`src/uart_pkg.sv`:
```
/*
  Constants, register indices and state types of the serial port.
  Assumes a 200 MHz core clock and word-indexed Avalon-MM access.
*/
package uart_pkg;
  // ==========================================================
  // register indices (byte address is four times the index)
  localparam logic [7:0] OFS_CONTROL   = 8'h98;
  localparam logic [7:0] OFS_BUFFER    = 8'h99;
  localparam logic [7:0] OFS_ADDR      = 8'ha9;
  localparam logic [7:0] OFS_MASK      = 8'hb9;
  localparam logic [7:0] OFS_RELOAD    = 8'h91;
  localparam logic [7:0] OFS_BAUD_CTRL = 8'h9b;
  localparam logic [7:0] OFS_POWER     = 8'h87;
  localparam logic [7:0] OFS_IFACE     = 8'hc9;
  localparam logic [7:0] RST_BYTE      = 8'h00;
  // ==========================================================
  // serial_control_reg fields
  localparam int BIT_MODE_HIGH = 7;
  localparam int BIT_MODE_LOW  = 6;
  localparam int BIT_MULTIPROC = 5;
  localparam int BIT_RX_ENABLE = 4;
  localparam int BIT_TX_NINTH  = 3;
  localparam int BIT_RX_NINTH  = 2;
  localparam int BIT_TX_DONE   = 1;
  localparam int BIT_RX_DONE   = 0;
  // baud_control_reg, power_control_reg, interface_config_reg fields
  localparam int BIT_BRG_RUN   = 4;
  localparam int BIT_TX_SRC    = 3;
  localparam int BIT_RX_SRC    = 2;
  localparam int BIT_SPEED     = 1;
  localparam int BIT_SHIFT_SRC = 0;
  localparam int BIT_DOUBLE    = 7;
  localparam int BIT_ODE0      = 0;
  localparam int BIT_ODE1      = 1;
  // ==========================================================
  // timing counts
  localparam int         BRG_PRESCALE  = 6;
  localparam logic [2:0] BRG_PRE_MAX   = 3'(BRG_PRESCALE - 1);
  localparam int         M0_FIXED_DIV  = 6;
  localparam logic [2:0] M0_FIXED_MAX  = 3'(M0_FIXED_DIV / 2 - 1);
  localparam int         M0_VAR_TICKS  = 16;
  localparam logic [2:0] M0_VAR_MAX    = 3'(M0_VAR_TICKS / 2 - 1);
  localparam logic [3:0] SAMPLE_POINT  = 4'h7;
  localparam logic [3:0] TICK_LAST     = 4'hf;
  localparam logic [3:0] FRAME_BITS_8  = 4'ha;
  localparam logic [3:0] FRAME_BITS_9  = 4'hb;
  localparam logic [3:0] M0_LAST_BIT   = 4'h7;
  // ==========================================================
  // types
  typedef enum logic [1:0] {
    MODE_SHIFT = 2'b00,
    MODE_UART8 = 2'b01,
    MODE_FIXED = 2'b10,
    MODE_UART9 = 2'b11
  } mode_t;
  typedef enum logic [1:0] {
    ST_IDLE  = 2'b00,
    ST_ASYNC = 2'b01,
    ST_SHIFT = 2'b10
  } eng_state_t;
endpackage : uart_pkg

```
`src/uart_addr_match.sv`:
```
/*
  Given and broadcast address comparison for multiprocessor frames.
  Assumes address and mask come straight from their registers.
*/
`timescale 1ns/10ps
`default_nettype none
module uart_addr_match
(
  input  wire logic [7:0] data_i,
  input  wire logic [7:0] addr_i,
  input  wire logic [7:0] mask_i,
  output logic            match_o
);
  logic [7:0] bcast;
  logic       given_hit;
  logic       bcast_hit;

  // ==========================================================
  // compare, zero bits are don't care
  always_comb
  begin
    bcast     = addr_i | mask_i;
    given_hit = ((data_i ^ addr_i) & mask_i) == 8'h00;
    bcast_hit = (data_i & bcast) == bcast;
    match_o   = given_hit | bcast_hit;
  end
endmodule : uart_addr_match
`default_nettype wire

```
`src/uart_brg.sv`:
```
/*
  Internal baud generator: 8-bit auto-reload counter with optional /6.
  Assumes reload and control come from registers in the same clock.
*/
`timescale 1ns/10ps
`default_nettype none
module uart_brg
  import uart_pkg::*;
(
  input  wire logic       core_clk_i,
  input  wire logic       srst_i,
  input  wire logic       run_i,
  input  wire logic       speed_i,
  input  wire logic [7:0] reload_i,
  output logic            ovf_o
);
  logic [2:0] pre;
  logic [2:0] next_pre;
  logic [7:0] cnt;
  logic [7:0] next_cnt;
  logic       step;

  // ==========================================================
  // prescaler and reload counter
  always_comb
  begin
    step     = run_i & (speed_i | (pre == BRG_PRE_MAX));
    next_pre = pre;
    next_cnt = cnt;
    if (!run_i)
      next_pre = 3'h0;
    else if (!speed_i)
      next_pre = (pre == BRG_PRE_MAX) ? 3'h0 : pre + 3'h1;
    if (step)
      next_cnt = (cnt == 8'hff) ? reload_i : cnt + 8'h01;
    ovf_o = step & (cnt == 8'hff);
  end

  always_ff @(posedge core_clk_i)
  begin
    if (srst_i)
    begin
      pre <= 3'h0;
      cnt <= 8'h00;
    end
    else
    begin
      pre <= next_pre;
      cnt <= next_cnt;
    end
  end
endmodule : uart_brg
`default_nettype wire

```
`src/uart_serial_port.sv`:
```
/*
  Serial port: register file on Avalon-MM, async modes 1..3, shift mode 0,
  baud selection and multiprocessor address recognition.
  Assumes pin inputs and the timer overflow pulse are synchronous.
*/
// Decided for this implementation: the Avalon-MM interface to the registers.
// Functional notes
// - multiproc_enable turns on address recognition
// - rx_done_flag only for matching address frames
// - mode 1 uses stop bit as ninth
// - multiproc_enable ignored in mode 0
// - given address is masked station address
// - broadcast is address OR mask, zeros ignored
// - accept on given or broadcast match
// - address and mask reset to zero
// - two mode bits select four modes
// - timer in modes 1,3; generator 0,1,3
// - timer overflow clocks baud, double doubles
// - generator 8-bit reload, optional divide by 6
// - mode 0 half duplex, eight clocks, LSB first
// - buffer write starts mode 0 transmit
// - mode 0 receive after enable, flag clear
// - mode 0 clock fixed /6 or generator
// - outputs gated by external output enable
// - mode 2 baud is clock/32 or /16
// - separate receive and transmit baud sources
`timescale 1ns/10ps
`default_nettype none
module uart_serial_port
  import uart_pkg::*;
(
  input  wire logic        core_clk_i,
  input  wire logic        srst_i,
  input  wire logic [7:0]  avs_address_i,
  input  wire logic        avs_read_i,
  input  wire logic        avs_write_i,
  input  wire logic [31:0] avs_writedata_i,
  input  wire logic [3:0]  avs_byteenable_i,
  output logic [31:0]      avs_readdata_o,
  output logic             avs_waitrequest_o,
  input  wire logic        timer_ovf_i,
  input  wire logic        ext_oe_i,
  input  wire logic        rxd_i,
  output logic             rxd_o,
  output logic             rxd_oe_o,
  output logic             txd_o,
  output logic             txd_oe_o
);
  // ==========================================================
  // register file state
  logic [7:0] ctrl, addr, mask, reload, baud_ctrl, power, iface, rx_buf;
  logic [7:0] next_ctrl, next_addr, next_mask, next_reload;
  logic [7:0] next_baud_ctrl, next_power, next_iface, next_rx_buf;
  logic       ack, next_ack;
  logic [31:0] next_rdata;
  logic       wr_go, tx_start;
  mode_t      mode;
  logic       dbl, mp_on;
  // engine signals
  eng_state_t tx_st, next_tx_st, rx_st, next_rx_st;
  logic [3:0] tcnt, next_tcnt, tbit, next_tbit;
  logic [3:0] rcnt, next_rcnt, rbit, next_rbit;
  logic [10:0] tsh, next_tsh;
  logic [9:0] rsh, next_rsh;
  logic       tph, next_tph, rph, next_rph;
  logic       rx_prev, next_rx_prev;
  logic       tx_done, rx_done, rx_ninth;
  logic [7:0] rx_data;
  logic       match, ninth, last_rx;
  logic [7:0] frame_data;
  logic [2:0] m0cnt, next_m0cnt;
  logic       m0_half, brg_ovf;
  logic       next_txd, next_txd_oe, next_rxd, next_rxd_oe;
  // per-channel baud dividers: 0 tx, 1 rx, 2 mode 0 variable
  logic [2:0] src_ovf, tog, tick;

  assign mode  = mode_t'({ctrl[BIT_MODE_HIGH], ctrl[BIT_MODE_LOW]});
  assign dbl   = power[BIT_DOUBLE];
  assign mp_on = ctrl[BIT_MULTIPROC] & (mode != MODE_SHIFT);
  assign avs_waitrequest_o = (avs_read_i | avs_write_i) & ~ack;
  assign wr_go = avs_write_i & ack & avs_byteenable_i[0];
  assign tx_start = wr_go & (avs_address_i == OFS_BUFFER);

  // ==========================================================
  // baud sources and oversampling ticks
  uart_brg u_brg (
    .core_clk_i (core_clk_i),
    .srst_i     (srst_i),
    .run_i      (baud_ctrl[BIT_BRG_RUN]),
    .speed_i    (baud_ctrl[BIT_SPEED]),
    .reload_i   (reload),
    .ovf_o      (brg_ovf)
  );

  always_comb
  begin
    if (mode == MODE_FIXED)
    begin
      src_ovf[0] = 1'b1;
      src_ovf[1] = 1'b1;
    end
    else
    begin
      src_ovf[0] = baud_ctrl[BIT_TX_SRC] ? brg_ovf : timer_ovf_i;
      src_ovf[1] = baud_ctrl[BIT_RX_SRC] ? brg_ovf : timer_ovf_i;
    end
    src_ovf[2] = brg_ovf;
  end

  genvar g;
  generate
    for (g = 0; g < 3; g++)
    begin : g_div
      logic next_tog;
      always_comb
      begin
        next_tog = src_ovf[g] ? ~tog[g] : tog[g];
        tick[g]  = src_ovf[g] & (dbl | tog[g]);
      end
      always_ff @(posedge core_clk_i)
      begin
        if (srst_i)
          tog[g] <= 1'b0;
        else
          tog[g] <= next_tog;
      end
    end
  endgenerate

  // mode 0 half-period tick
  always_comb
  begin
    next_m0cnt = m0cnt;
    m0_half    = 1'b0;
    if (baud_ctrl[BIT_SHIFT_SRC])
    begin
      if (tick[2])
      begin
        m0_half    = (m0cnt == M0_VAR_MAX);
        next_m0cnt = m0_half ? 3'h0 : m0cnt + 3'h1;
      end
    end
    else
    begin
      m0_half    = (m0cnt >= M0_FIXED_MAX);
      next_m0cnt = m0_half ? 3'h0 : m0cnt + 3'h1;
    end
  end

  // ==========================================================
  // transmitter
  always_comb
  begin
    next_tx_st = tx_st;
    next_tcnt  = tcnt;
    next_tbit  = tbit;
    next_tsh   = tsh;
    next_tph   = tph;
    tx_done    = 1'b0;
    unique case (tx_st)
      ST_IDLE:
      begin
        if (tx_start && mode == MODE_SHIFT && rx_st == ST_IDLE)
        begin
          next_tx_st = ST_SHIFT;
          next_tsh   = {3'h7, avs_writedata_i[7:0]};
          next_tbit  = 4'h0;
          next_tph   = 1'b0;
        end
        else if (tx_start && mode != MODE_SHIFT)
        begin
          next_tx_st = ST_ASYNC;
          next_tsh   = {1'b1, ctrl[BIT_TX_NINTH] | (mode == MODE_UART8),
                        avs_writedata_i[7:0], 1'b0};
          next_tbit  = 4'h0;
          next_tcnt  = 4'h0;
        end
      end
      ST_ASYNC:
      begin
        if (tick[0])
        begin
          next_tcnt = tcnt + 4'h1;
          if (tcnt == TICK_LAST)
          begin
            next_tsh  = {1'b1, tsh[10:1]};
            next_tbit = tbit + 4'h1;
            if (tbit == ((mode == MODE_UART8) ? FRAME_BITS_8 : FRAME_BITS_9)
                        - 4'h1)
            begin
              next_tx_st = ST_IDLE;
              tx_done    = 1'b1;
            end
          end
        end
      end
      ST_SHIFT:
      begin
        if (m0_half)
        begin
          next_tph = ~tph;
          if (tph)
          begin
            next_tsh  = {1'b1, tsh[10:1]};
            next_tbit = tbit + 4'h1;
            if (tbit == M0_LAST_BIT)
            begin
              next_tx_st = ST_IDLE;
              tx_done    = 1'b1;
            end
          end
        end
      end
      default:
        next_tx_st = ST_IDLE;
    endcase
  end

  always_ff @(posedge core_clk_i)
  begin
    if (srst_i)
    begin
      tx_st <= ST_IDLE;
      tcnt  <= 4'h0;
      tbit  <= 4'h0;
      tsh   <= 11'h7ff;
      tph   <= 1'b0;
      m0cnt <= 3'h0;
    end
    else
    begin
      tx_st <= next_tx_st;
      tcnt  <= next_tcnt;
      tbit  <= next_tbit;
      tsh   <= next_tsh;
      tph   <= next_tph;
      m0cnt <= next_m0cnt;
    end
  end

  // ==========================================================
  // receiver
  uart_addr_match u_match (
    .data_i  (frame_data),
    .addr_i  (addr),
    .mask_i  (mask),
    .match_o (match)
  );

  always_comb
  begin
    last_rx    = (rbit == ((mode == MODE_UART8) ? FRAME_BITS_8 : FRAME_BITS_9)
                  - 4'h1);
    ninth      = (mode == MODE_UART8) ? rxd_i : rsh[9];
    frame_data = (mode == MODE_UART8) ? rsh[9:2] : rsh[8:1];
    next_rx_st = rx_st;
    next_rcnt  = rcnt;
    next_rbit  = rbit;
    next_rsh   = rsh;
    next_rph   = rph;
    next_rx_prev = rxd_i;
    rx_done    = 1'b0;
    rx_data    = frame_data;
    rx_ninth   = ninth;
    unique case (rx_st)
      ST_IDLE:
      begin
        if (mode == MODE_SHIFT && ctrl[BIT_RX_ENABLE] &&
            !ctrl[BIT_RX_DONE] && tx_st == ST_IDLE && !tx_start)
        begin
          next_rx_st = ST_SHIFT;
          next_rbit  = 4'h0;
          next_rph   = 1'b0;
        end
        else if (mode != MODE_SHIFT && ctrl[BIT_RX_ENABLE] &&
                 rx_prev && !rxd_i)
        begin
          next_rx_st = ST_ASYNC;
          next_rbit  = 4'h0;
          next_rcnt  = 4'h0;
        end
      end
      ST_ASYNC:
      begin
        if (tick[1])
        begin
          next_rcnt = rcnt + 4'h1;
          if (rcnt == SAMPLE_POINT)
          begin
            next_rbit = rbit + 4'h1;
            next_rsh  = {rxd_i, rsh[9:1]};
            if (rbit == 4'h0 && rxd_i)
              next_rx_st = ST_IDLE;
            else if (last_rx)
            begin
              next_rx_st = ST_IDLE;
              // address frames must match when multiprocessor is on
              rx_done = !ctrl[BIT_RX_DONE] &&
                        (!mp_on || (ninth && match)) &&
                        (mode != MODE_UART8 || rxd_i);
            end
          end
        end
      end
      ST_SHIFT:
      begin
        rx_data  = rsh[9:2];
        rx_ninth = ctrl[BIT_RX_NINTH];
        if (m0_half)
        begin
          next_rph = ~rph;
          if (!rph)
            next_rsh = {rxd_i, rsh[9:1]};
          else
          begin
            next_rbit = rbit + 4'h1;
            if (rbit == M0_LAST_BIT)
            begin
              next_rx_st = ST_IDLE;
              rx_done    = 1'b1;
            end
          end
        end
      end
      default:
        next_rx_st = ST_IDLE;
    endcase
  end

  always_ff @(posedge core_clk_i)
  begin
    if (srst_i)
    begin
      rx_st   <= ST_IDLE;
      rcnt    <= 4'h0;
      rbit    <= 4'h0;
      rsh     <= 10'h000;
      rph     <= 1'b0;
      rx_prev <= 1'b1;
    end
    else
    begin
      rx_st   <= next_rx_st;
      rcnt    <= next_rcnt;
      rbit    <= next_rbit;
      rsh     <= next_rsh;
      rph     <= next_rph;
      rx_prev <= next_rx_prev;
    end
  end

  // ==========================================================
  // registers and bus slave
  always_comb
  begin
    next_ctrl      = ctrl;
    next_addr      = addr;
    next_mask      = mask;
    next_reload    = reload;
    next_baud_ctrl = baud_ctrl;
    next_power     = power;
    next_iface     = iface;
    next_rx_buf    = rx_buf;
    next_ack       = (avs_read_i | avs_write_i) & ~ack;
    next_rdata     = avs_readdata_o;
    if (wr_go)
    begin
      unique case (avs_address_i)
        OFS_CONTROL:   next_ctrl      = avs_writedata_i[7:0];
        OFS_ADDR:      next_addr      = avs_writedata_i[7:0];
        OFS_MASK:      next_mask      = avs_writedata_i[7:0];
        OFS_RELOAD:    next_reload    = avs_writedata_i[7:0];
        OFS_BAUD_CTRL: next_baud_ctrl = avs_writedata_i[7:0];
        OFS_POWER:     next_power     = avs_writedata_i[7:0] & 8'h80;
        OFS_IFACE:     next_iface     = avs_writedata_i[7:0] & 8'h03;
        default:       next_ctrl      = ctrl;
      endcase
    end
    // hardware sets win over a software clear in the same cycle
    if (tx_done)
      next_ctrl[BIT_TX_DONE] = 1'b1;
    if (rx_done)
    begin
      next_ctrl[BIT_RX_DONE]  = 1'b1;
      next_ctrl[BIT_RX_NINTH] = rx_ninth;
      next_rx_buf             = rx_data;
    end
    if (avs_read_i && !ack)
    begin
      unique case (avs_address_i)
        OFS_CONTROL:   next_rdata = {24'h0, ctrl};
        OFS_BUFFER:    next_rdata = {24'h0, rx_buf};
        OFS_ADDR:      next_rdata = {24'h0, addr};
        OFS_MASK:      next_rdata = {24'h0, mask};
        OFS_RELOAD:    next_rdata = {24'h0, reload};
        OFS_BAUD_CTRL: next_rdata = {24'h0, baud_ctrl};
        OFS_POWER:     next_rdata = {24'h0, power};
        OFS_IFACE:     next_rdata = {24'h0, iface};
        default:       next_rdata = 32'h0000_0000;
      endcase
    end
  end

  always_ff @(posedge core_clk_i)
  begin
    if (srst_i)
    begin
      ctrl           <= RST_BYTE;
      addr           <= RST_BYTE;
      mask           <= RST_BYTE;
      reload         <= RST_BYTE;
      baud_ctrl      <= RST_BYTE;
      power          <= RST_BYTE;
      iface          <= RST_BYTE;
      rx_buf         <= RST_BYTE;
      ack            <= 1'b0;
      avs_readdata_o <= 32'h0000_0000;
    end
    else
    begin
      ctrl           <= next_ctrl;
      addr           <= next_addr;
      mask           <= next_mask;
      reload         <= next_reload;
      baud_ctrl      <= next_baud_ctrl;
      power          <= next_power;
      iface          <= next_iface;
      rx_buf         <= next_rx_buf;
      ack            <= next_ack;
      avs_readdata_o <= next_rdata;
    end
  end

  // ==========================================================
  // pins
  always_comb
  begin
    next_txd    = (tx_st == ST_ASYNC) ? tsh[0] : 1'b1;
    if (mode == MODE_SHIFT)
      next_txd = ~(((tx_st == ST_SHIFT) && tph) ||
                   ((rx_st == ST_SHIFT) && rph));
    next_rxd    = (tx_st == ST_SHIFT) ? tsh[0] : 1'b1;
    next_txd_oe = ~iface[BIT_ODE0] | ext_oe_i;
    next_rxd_oe = (mode == MODE_SHIFT) && (next_rx_st != ST_SHIFT) &&
                  (~iface[BIT_ODE1] | ext_oe_i);
  end

  always_ff @(posedge core_clk_i)
  begin
    if (srst_i)
    begin
      txd_o    <= 1'b1;
      rxd_o    <= 1'b1;
      txd_oe_o <= 1'b0;
      rxd_oe_o <= 1'b0;
    end
    else
    begin
      txd_o    <= next_txd;
      rxd_o    <= next_rxd;
      txd_oe_o <= next_txd_oe;
      rxd_oe_o <= next_rxd_oe;
    end
  end
endmodule : uart_serial_port
`default_nettype wire
```
`config.mk`:
```
export PLATFORM = sky130hd
export DESIGN_NAME = uart_serial_port
export DESIGN_NICKNAME = d
export VERILOG_FILES = /design/src/uart_pkg.sv /design/src/uart_addr_match.sv /design/src/uart_brg.sv /design/src/uart_serial_port.sv
export SDC_FILE = /design/constraint.sdc
export NUM_CORES = 1
export LEC_CHECK = 0
export BUFFER_PORTS_ARGS = -buffer_cell sky130_fd_sc_hd__buf_2
export CAP_MARGIN = 10
export CORE_AREA = 4 4 127 129
export CTS_CLUSTER_DIAMETER = 100
export DETAILED_ROUTE_END_ITERATION = 16
export DIE_AREA = 0 0 131 133
export PLACE_DENSITY = 0.73
export SLEW_MARGIN = 15
export SYNTH_ARGS = -nofsm -noshare
export SYNTH_HDL_FRONTEND = slang
export SYNTH_SLANG_ARGS = --single-unit
```
`constraint.sdc`:
```
create_clock -name core_clk_i -period 2.8 [get_ports core_clk_i]
set_input_delay 0.42 -clock core_clk_i [delete_from_list [all_inputs] [get_ports core_clk_i]]
set_output_delay 0.42 -clock core_clk_i [all_outputs]
set_load 0.1 [all_outputs]
```
# Word level (Yosys, flattened, before mapping)
# Cells that the tools add are included.
[word_totals]
ff_bits = 149
in_bits = 51
out_inout_bits = 37
wordCells = 284
[op_classes]
n_addsub = 8
n_lt_le_gt_ge = 1
mux = 96
eq_ne = 47
reduce_logical = 64
bitwise_logic = 34
[op_table]
columns = ["op", "n"]
rows = [
  ["8-bit == test (second input constant)", 9],
  ["11-bit 2-to-1 mux", 6],
  ["4-bit 2-to-1 mux", 16],
  ["8-bit one-hot mux with 8 select lines", 1],
  ["10-bit 2-to-1 mux", 4],
  ["2-bit 2-to-1 mux", 18],
  ["2-bit != test (second input constant)", 17],
  ["11-bit one-hot mux with 3 select lines", 1],
  ["1-bit 2-to-1 mux", 29],
  ["8-bit 2-to-1 mux", 3],
  ["4-bit one-hot mux with 3 select lines", 2],
  ["3-bit 2-to-1 mux", 7],
  ["10-bit one-hot mux with 2 select lines", 1],
  ["2-bit nonzero test", 10],
  ["1-bit logical AND", 19],
  ["2-bit AND reduction", 9],
  ["4-bit by 1-bit adder with 4-bit output (second input constant)", 4],
  ["8-bit AND", 2],
  ["4-bit one-hot mux with 2 select lines", 2],
  ["4-bit by 3-bit == test with 1-bit output (second input constant)", 3],
  ["2-bit one-hot mux with 3 select lines", 2],
  ["6-bit AND reduction", 2],
  ["1-bit inverter", 11],
  ["1-bit AND", 10],
  ["28 further kinds", 62],
]

# Logic depth before layout (Yosys ltp)
[logic_depth]
ltp_word = 17
ltp_mapped = 11
mapped_depth_nobuf = 10

# Hierarchy
# A second synthesis with hierarchy kept.
[unflattened]
cells_unflattened = 810
area_unflattened_um2 = 6882.9
[by_module_without_submodules]
columns = ["mod", "seq_area_each_um2", "area_each_um2", "cells_each", "n_inst"]
rows = [
  ["uart_serial_port", 2242.2, 6075.8, 710, 1],
  ["uart_brg", 220.2, 616.8, 74, 1],
  ["uart_addr_match", 0.0, 190.2, 26, 1],
]

# Worst setup path after synthesis
# Ideal clock, no wire load.
[synth_path]
path_type = "flip-flop to flip-flop"
from = "reg u_brg.cnt[0]"
to = "reg ctrl[2]"
path_stages_with_launch = 12
slack_ps = 350
synth_period_minus_slack_ps = 2450
t_required_ps = 2714
arrival_ps = 2365
n_path_buf = 2
setup_time_ps = 86
cell_sequence = "dfxtp_1 > ha_1 > and3_1 > and2_1 > buf_2 > a311oi_2 > o21bai_2 > nor4_1 > a21oi_2 > buf_4 > nand3_1 > a211oi_1"
[synth_between]
elab_chain_cells = 9
word_cells_on_any_way = 16
classes_between = "eq/ne: 2; mux: 8; bitwise: 3; reduce/logical: 3"
[synth_rtl]
columns = ["element", "line", "source"]
rows = [
  ["start: declaration", "uart_brg.sv:19", "logic [7:0] cnt;"],
  ["start signal: assignment", "uart_brg.sv:49", "cnt <= next_cnt;"],
  ["8-bit == test *", "uart_brg.sv:36", "ovf_o = step & (cnt == 8'hff);"],
  ["1-bit AND *", "uart_brg.sv:36", ""],
  ["1-bit AND or 1-bit 2-to-1 mux (tied branches)", "uart_serial_port.sv:118, uart_serial_port.sv:105", ""],
  ["1-bit 2-to-1 mux or 2-bit 2-to-1 mux (tied branches)", "uart_serial_port.sv:137, uart_serial_port.sv:97", ""],
  ["1-bit 2-to-1 mux or 1-bit AND (tied branches)", "uart_serial_port.sv:135, uart_serial_port.sv:118", ""],
  ["1-bit 2-to-1 mux (on tied branches)", "uart_serial_port.sv:309, uart_serial_port.sv:285", ""],
  ["1-bit one-hot mux with 2 select lines *", "uart_serial_port.sv:265", "unique case (rx_st)"],
  ["2-bit != test (no line) or 2-bit nonzero test (tied branches)", "--", ""],
  ["3-bit AND reduction (no line)", "--", ""],
  ["end signal: assignment", "uart_serial_port.sv:421", "ctrl <= next_ctrl;"],
  ["end: declaration", "uart_serial_port.sv:51", "logic [7:0] ctrl, addr, mask, reload, baud_ctrl, power, iface, rx_buf;"],
]
# Mark *: on every way between the ends. The rest lies on a longest branch, timed or not.
# A chain may end at the register's enable or synchronous reset.

# Final worst setup path
[layout_path]
from = "reg u_brg.cnt[0]"
to = "reg tsh[9]"
[layout_between]
elab_chain_cells = 7
word_cells_on_any_way = 11
classes_between = "eq/ne: 3; mux: 4; bitwise: 3; reduce/logical: 1"
[layout_rtl]
columns = ["element", "line", "source"]
rows = [
  ["8-bit == test *", "uart_brg.sv:36", ""],
  ["1-bit AND *", "uart_brg.sv:36", ""],
  ["1-bit 2-to-1 mux or 1-bit AND (tied branches)", "uart_serial_port.sv:104, uart_serial_port.sv:118", ""],
  ["2-bit 2-to-1 mux or 1-bit 2-to-1 mux (tied branches)", "uart_serial_port.sv:97, uart_serial_port.sv:137", ""],
  ["1-bit AND or 1-bit 2-to-1 mux (tied branches)", "uart_serial_port.sv:118, uart_serial_port.sv:135", ""],
  ["2-bit != test (no line)", "--", ""],
  ["6-bit AND reduction (no line) *", "--", ""],
  ["end signal: assignment", "uart_serial_port.sv:235", "tsh <= next_tsh;"],
  ["end: declaration", "uart_serial_port.sv:63", "logic [10:0] tsh, next_tsh;"],
]
# Marked as above.

==> impl_metrics.tcl <==
set metrics [dict create \
    io_buffers 36 \
    crit_path_max_incr_delay_ns 0.46 \
    power-per-cell-area_nw_per_um2 617 \
    instances_no_fill 1043 \
    postCtsHoldBufs 0 \
    row_count 45 \
    placed_cells 1011 \
    finClkSkew_ns 0.00699 \
    r2r_end "tsh[9]" \
    p_comb_frac 0.112 \
    grt_pass1_wl_mm 28.0 \
    seqCellArea_um2 2460 \
    clkSlewWorstSetupHoldPaths_ns 0.05 \
    yosysUniqueCellTypes 72 \
    min_to "txd_oe_o" \
    cts_tree "done" \
    final_common_cell "dfxtp_1" \
    cp-end-kind "flop" \
    fin_tns_setup_ns 0 \
    status "finished, final reports clean" \
    drive_above_1_share 0.146 \
    synth_top_area_cell "dfxtp_1" \
    vias 6025 \
    grt_pass1_vias 5439 \
    antenna_found_initial 0 \
    slew_violations 0 \
    hp-start "ext_oe_i" \
    dr.first_iter.drc_count 581 \
    r2r_setup_slack_ns 0.19 \
    syn-cell-area_um2 6640 \
    power.switching_mw 1.22 \
    p_seq_frac 0.381 \
    synth_area_per_cell_um2 8.24 \
    track_usage 0.204 \
    ff2ff_path_depth 11 \
    fp.dieArea_um2 17400 \
    cts.path.max_buffers 2 \
    startpoint_type "flop" \
    multi_input_area_um2 3880 \
    pin_count 88 \
    async_flop_share 0 \
    slew_headroom 0.522 \
    ant_nets 0 \
    yosys_warnings 0 \
    syn-instance-count 806 \
    insertion_delay_ns 0.42 \
    grt_setup_unrepaired "no" \
    vias_per_cell 5.78 \
    ys.flop_type "dfxtp_1" \
    grt.overflow.total 0 \
    synth_area_leaders "dfxtp_1 (37%), mux2i_1 (8.1%), a21oi_1 (5.8%), nand2_1 (5.4%), nor2_1 (4.0%)" \
    maxCapViolCount 0 \
    num-nets-final 909 \
    start_util 0.442 \
    nFillCells 1421 \
    antenna_cells 0 \
    worstPathCellList "ha_1 -> and3_1 -> and2_1 -> buf_4 -> a311oi_1 -> o21a_1 -> a221o_2 -> nor2_8 -> buf_12 -> nor3_1 -> a41oi_1" \
    drtPass1Iterations 6 \
    placed_area_um2 7010 \
    worstPathArrival_ns 2.88 \
    die_w_um 131 \
    path_class "reg -> reg" \
    p_leak_nw 2.99 \
    swShare 0.256 \
    fin_area_um2 7680 \
    finalSetupViolCount 0 \
    cts_root_buf "clkbuf_16" \
    hold_class "in -> reg" \
    drcViolationCount 0 \
    htreeDepth 4 \
    clock_sinks 123 \
    postCtsSetupBuffers 0 \
    gp_congestion 0.872 \
    die-height_um 133 \
    power.internal_mw 3.53 \
    final_cell_mix "dfxtp_1 (123), nand2_1 (96), a21oi_1 (77)" \
    clockPowerShare 0.507 \
    synth_edf_count 0 \
    post-route-period-util 0.931 \
    slowest_stage "a311oi_1" \
    ctsResizeCount 0 \
    final_hold_viol_count 0 \
    fin_crit_ns 2.61 \
    grt_max_degree 50 \
    max_freq_mhz 384 \
    worst_pin_slew_ns 0.714 \
    yosysSeqAreaShare 0.371 \
    holdPathStages 3 \
    dp_hpwl_mm 12.3 \
    synth_top_area_frac 0.371 \
    cp.required_ns 3.07 \
    critPathMaxFanout 20 \
    syn_to_final_growth_pct 15.8 \
    route.detailed.wl_per_inst_um 16.8 \
    synth-seq-cells 123 \
    peakVddDrop_mv 0.413 \
    coreArea_um2 15000 \
    cts_buffers 17 \
    r2r_start "u_brg.cnt[0]" \
    wl_mm 17.5 \
]
[metal layers]
layer | track usage | wire length, um | vias to the layer above
met5 | 0 | 0 | -
li1 | - | - | 2932
met3 | 0.0610 | 1350 | 29
met1 | 0.281 | 7680 | 2831
met2 | 0.307 | 8070 | 233
met4 | 0.0640 | 368 | 0
[layout make-up]
cell class,instances,share of cell area
well taps,188,0.0306
multi-input cells,625,0.505
clock inverters,12,0.0252
clock buffers,20,0.0594
repair buffers,64,0.0544
inverters,11,0.00537
flip-flops and latches,123,0.320
[registers in the layout, indices dropped and copies added (netlist names), 3 cells and up]
signal          flops
tog                 3
u_brg.cnt           8
tsh                10
baud_ctrl           8
reload              8
rbit                4
rcnt                4
mask                8
m0cnt               3
ctrl                8
rx_buf              8
u_brg.pre           3
avs_readdata_o      8
tcnt                4
rsh                 9
tbit                4
addr                8
[cell usage after synthesis, types with 3 or more instances]
cell type and instances:
nand4_1 6, buf_2 4, inv_1 11, nor4_1 4
a41oi_1 3, nand3b_1 5, nand2_1 96, nor2_1 70
and2_1 7, a221oi_1 7, nand2b_1 11, nand3_1 51
a211oi_1 7, a21oi_1 77, clkbuf_1 35, nor4bb_1 4
nor2b_1 9, buf_4 26, mux2i_1 54, a31oi_1 11
or2_2 5, nor3b_1 9, a311oi_1 5, xnor2_1 5
and3b_1 4, buf_1 3, a22oi_1 10, o21ai_0 31
and3_1 3, ha_1 16, nor3_1 27, dfxtp_1 123
a31o_2 7, xor2_1 9
[power groups by stage]
stage,combinational [mW],clock [mW],sequential [mW]
floorplan,0.365,0,1.91
global placement,0.517,0,1.84
detailed placement,0.521,0,1.84
CTS,0.525,2.45,1.81
global route,0.560,2.54,1.81
finish,0.529,2.41,1.81
[worst max-delay path, delay by kind of cell (launching register included)]
kind            cells  cell delay (ns)
compound gates      4             0.94
fa+ha+maj           1             0.23
buf+inv             2             0.32
flops               1             0.33
simple gates        4             0.65
[how the worst max path moves through the flow]
| stage | cells after the start | slack, ns | end | start |
|---|---|---|---|---|
| finish | 11 | 0.19 | tsh[9] | u_brg.cnt[0] |
| global route | 9 | 0.004 | ctrl[2] | ctrl[7] |
| CTS | 9 | 0.03 | rx_buf[0] | u_brg.cnt[0] |
| detailed placement | 9 | 0.07 | ctrl[2] | u_brg.cnt[0] |
| global placement | 9 | 0.12 | ctrl[2] | u_brg.cnt[0] |
| floorplan | 11 | 0.35 | ctrl[2] | u_brg.cnt[0] |
[stage by stage]
| stage | utilization | hold slack (ns) | power [mW] | worst slack, ns |
|---|---|---|---|---|
| 2_1_floorplan | - | 0.428 | 2.27 | 0.350 |
| 3_3_place_gp | 0.467 | 0.439 | 2.36 | 0.118 |
| 3_5_place_dp | 0.467 | 0.447 | 2.37 | 0.0726 |
| 4_1_cts | 0.510 | 0.261 | 4.78 | 0.0275 |
| 5_1_grt | 0.511 | 0.298 | 4.91 | 0.00374 |
| 6_report | 0.511 | 0.276 | 4.74 | 0.194 |
[cell families (layout without fill, tap and decap cells)]
logic type,after synthesis,count (layout),synth area share
simple gates,325,325,0.241
compound gates,190,190,0.191
flops,123,123,0.371
buf+inv,81,107,0.0626
mux,56,56,0.0848
fa+ha+maj,16,16,0.0302
xor+xnor,14,14,0.0185
other cells,1,24,0.000565
No activity file was read; power rests on OpenSTA's default activity.
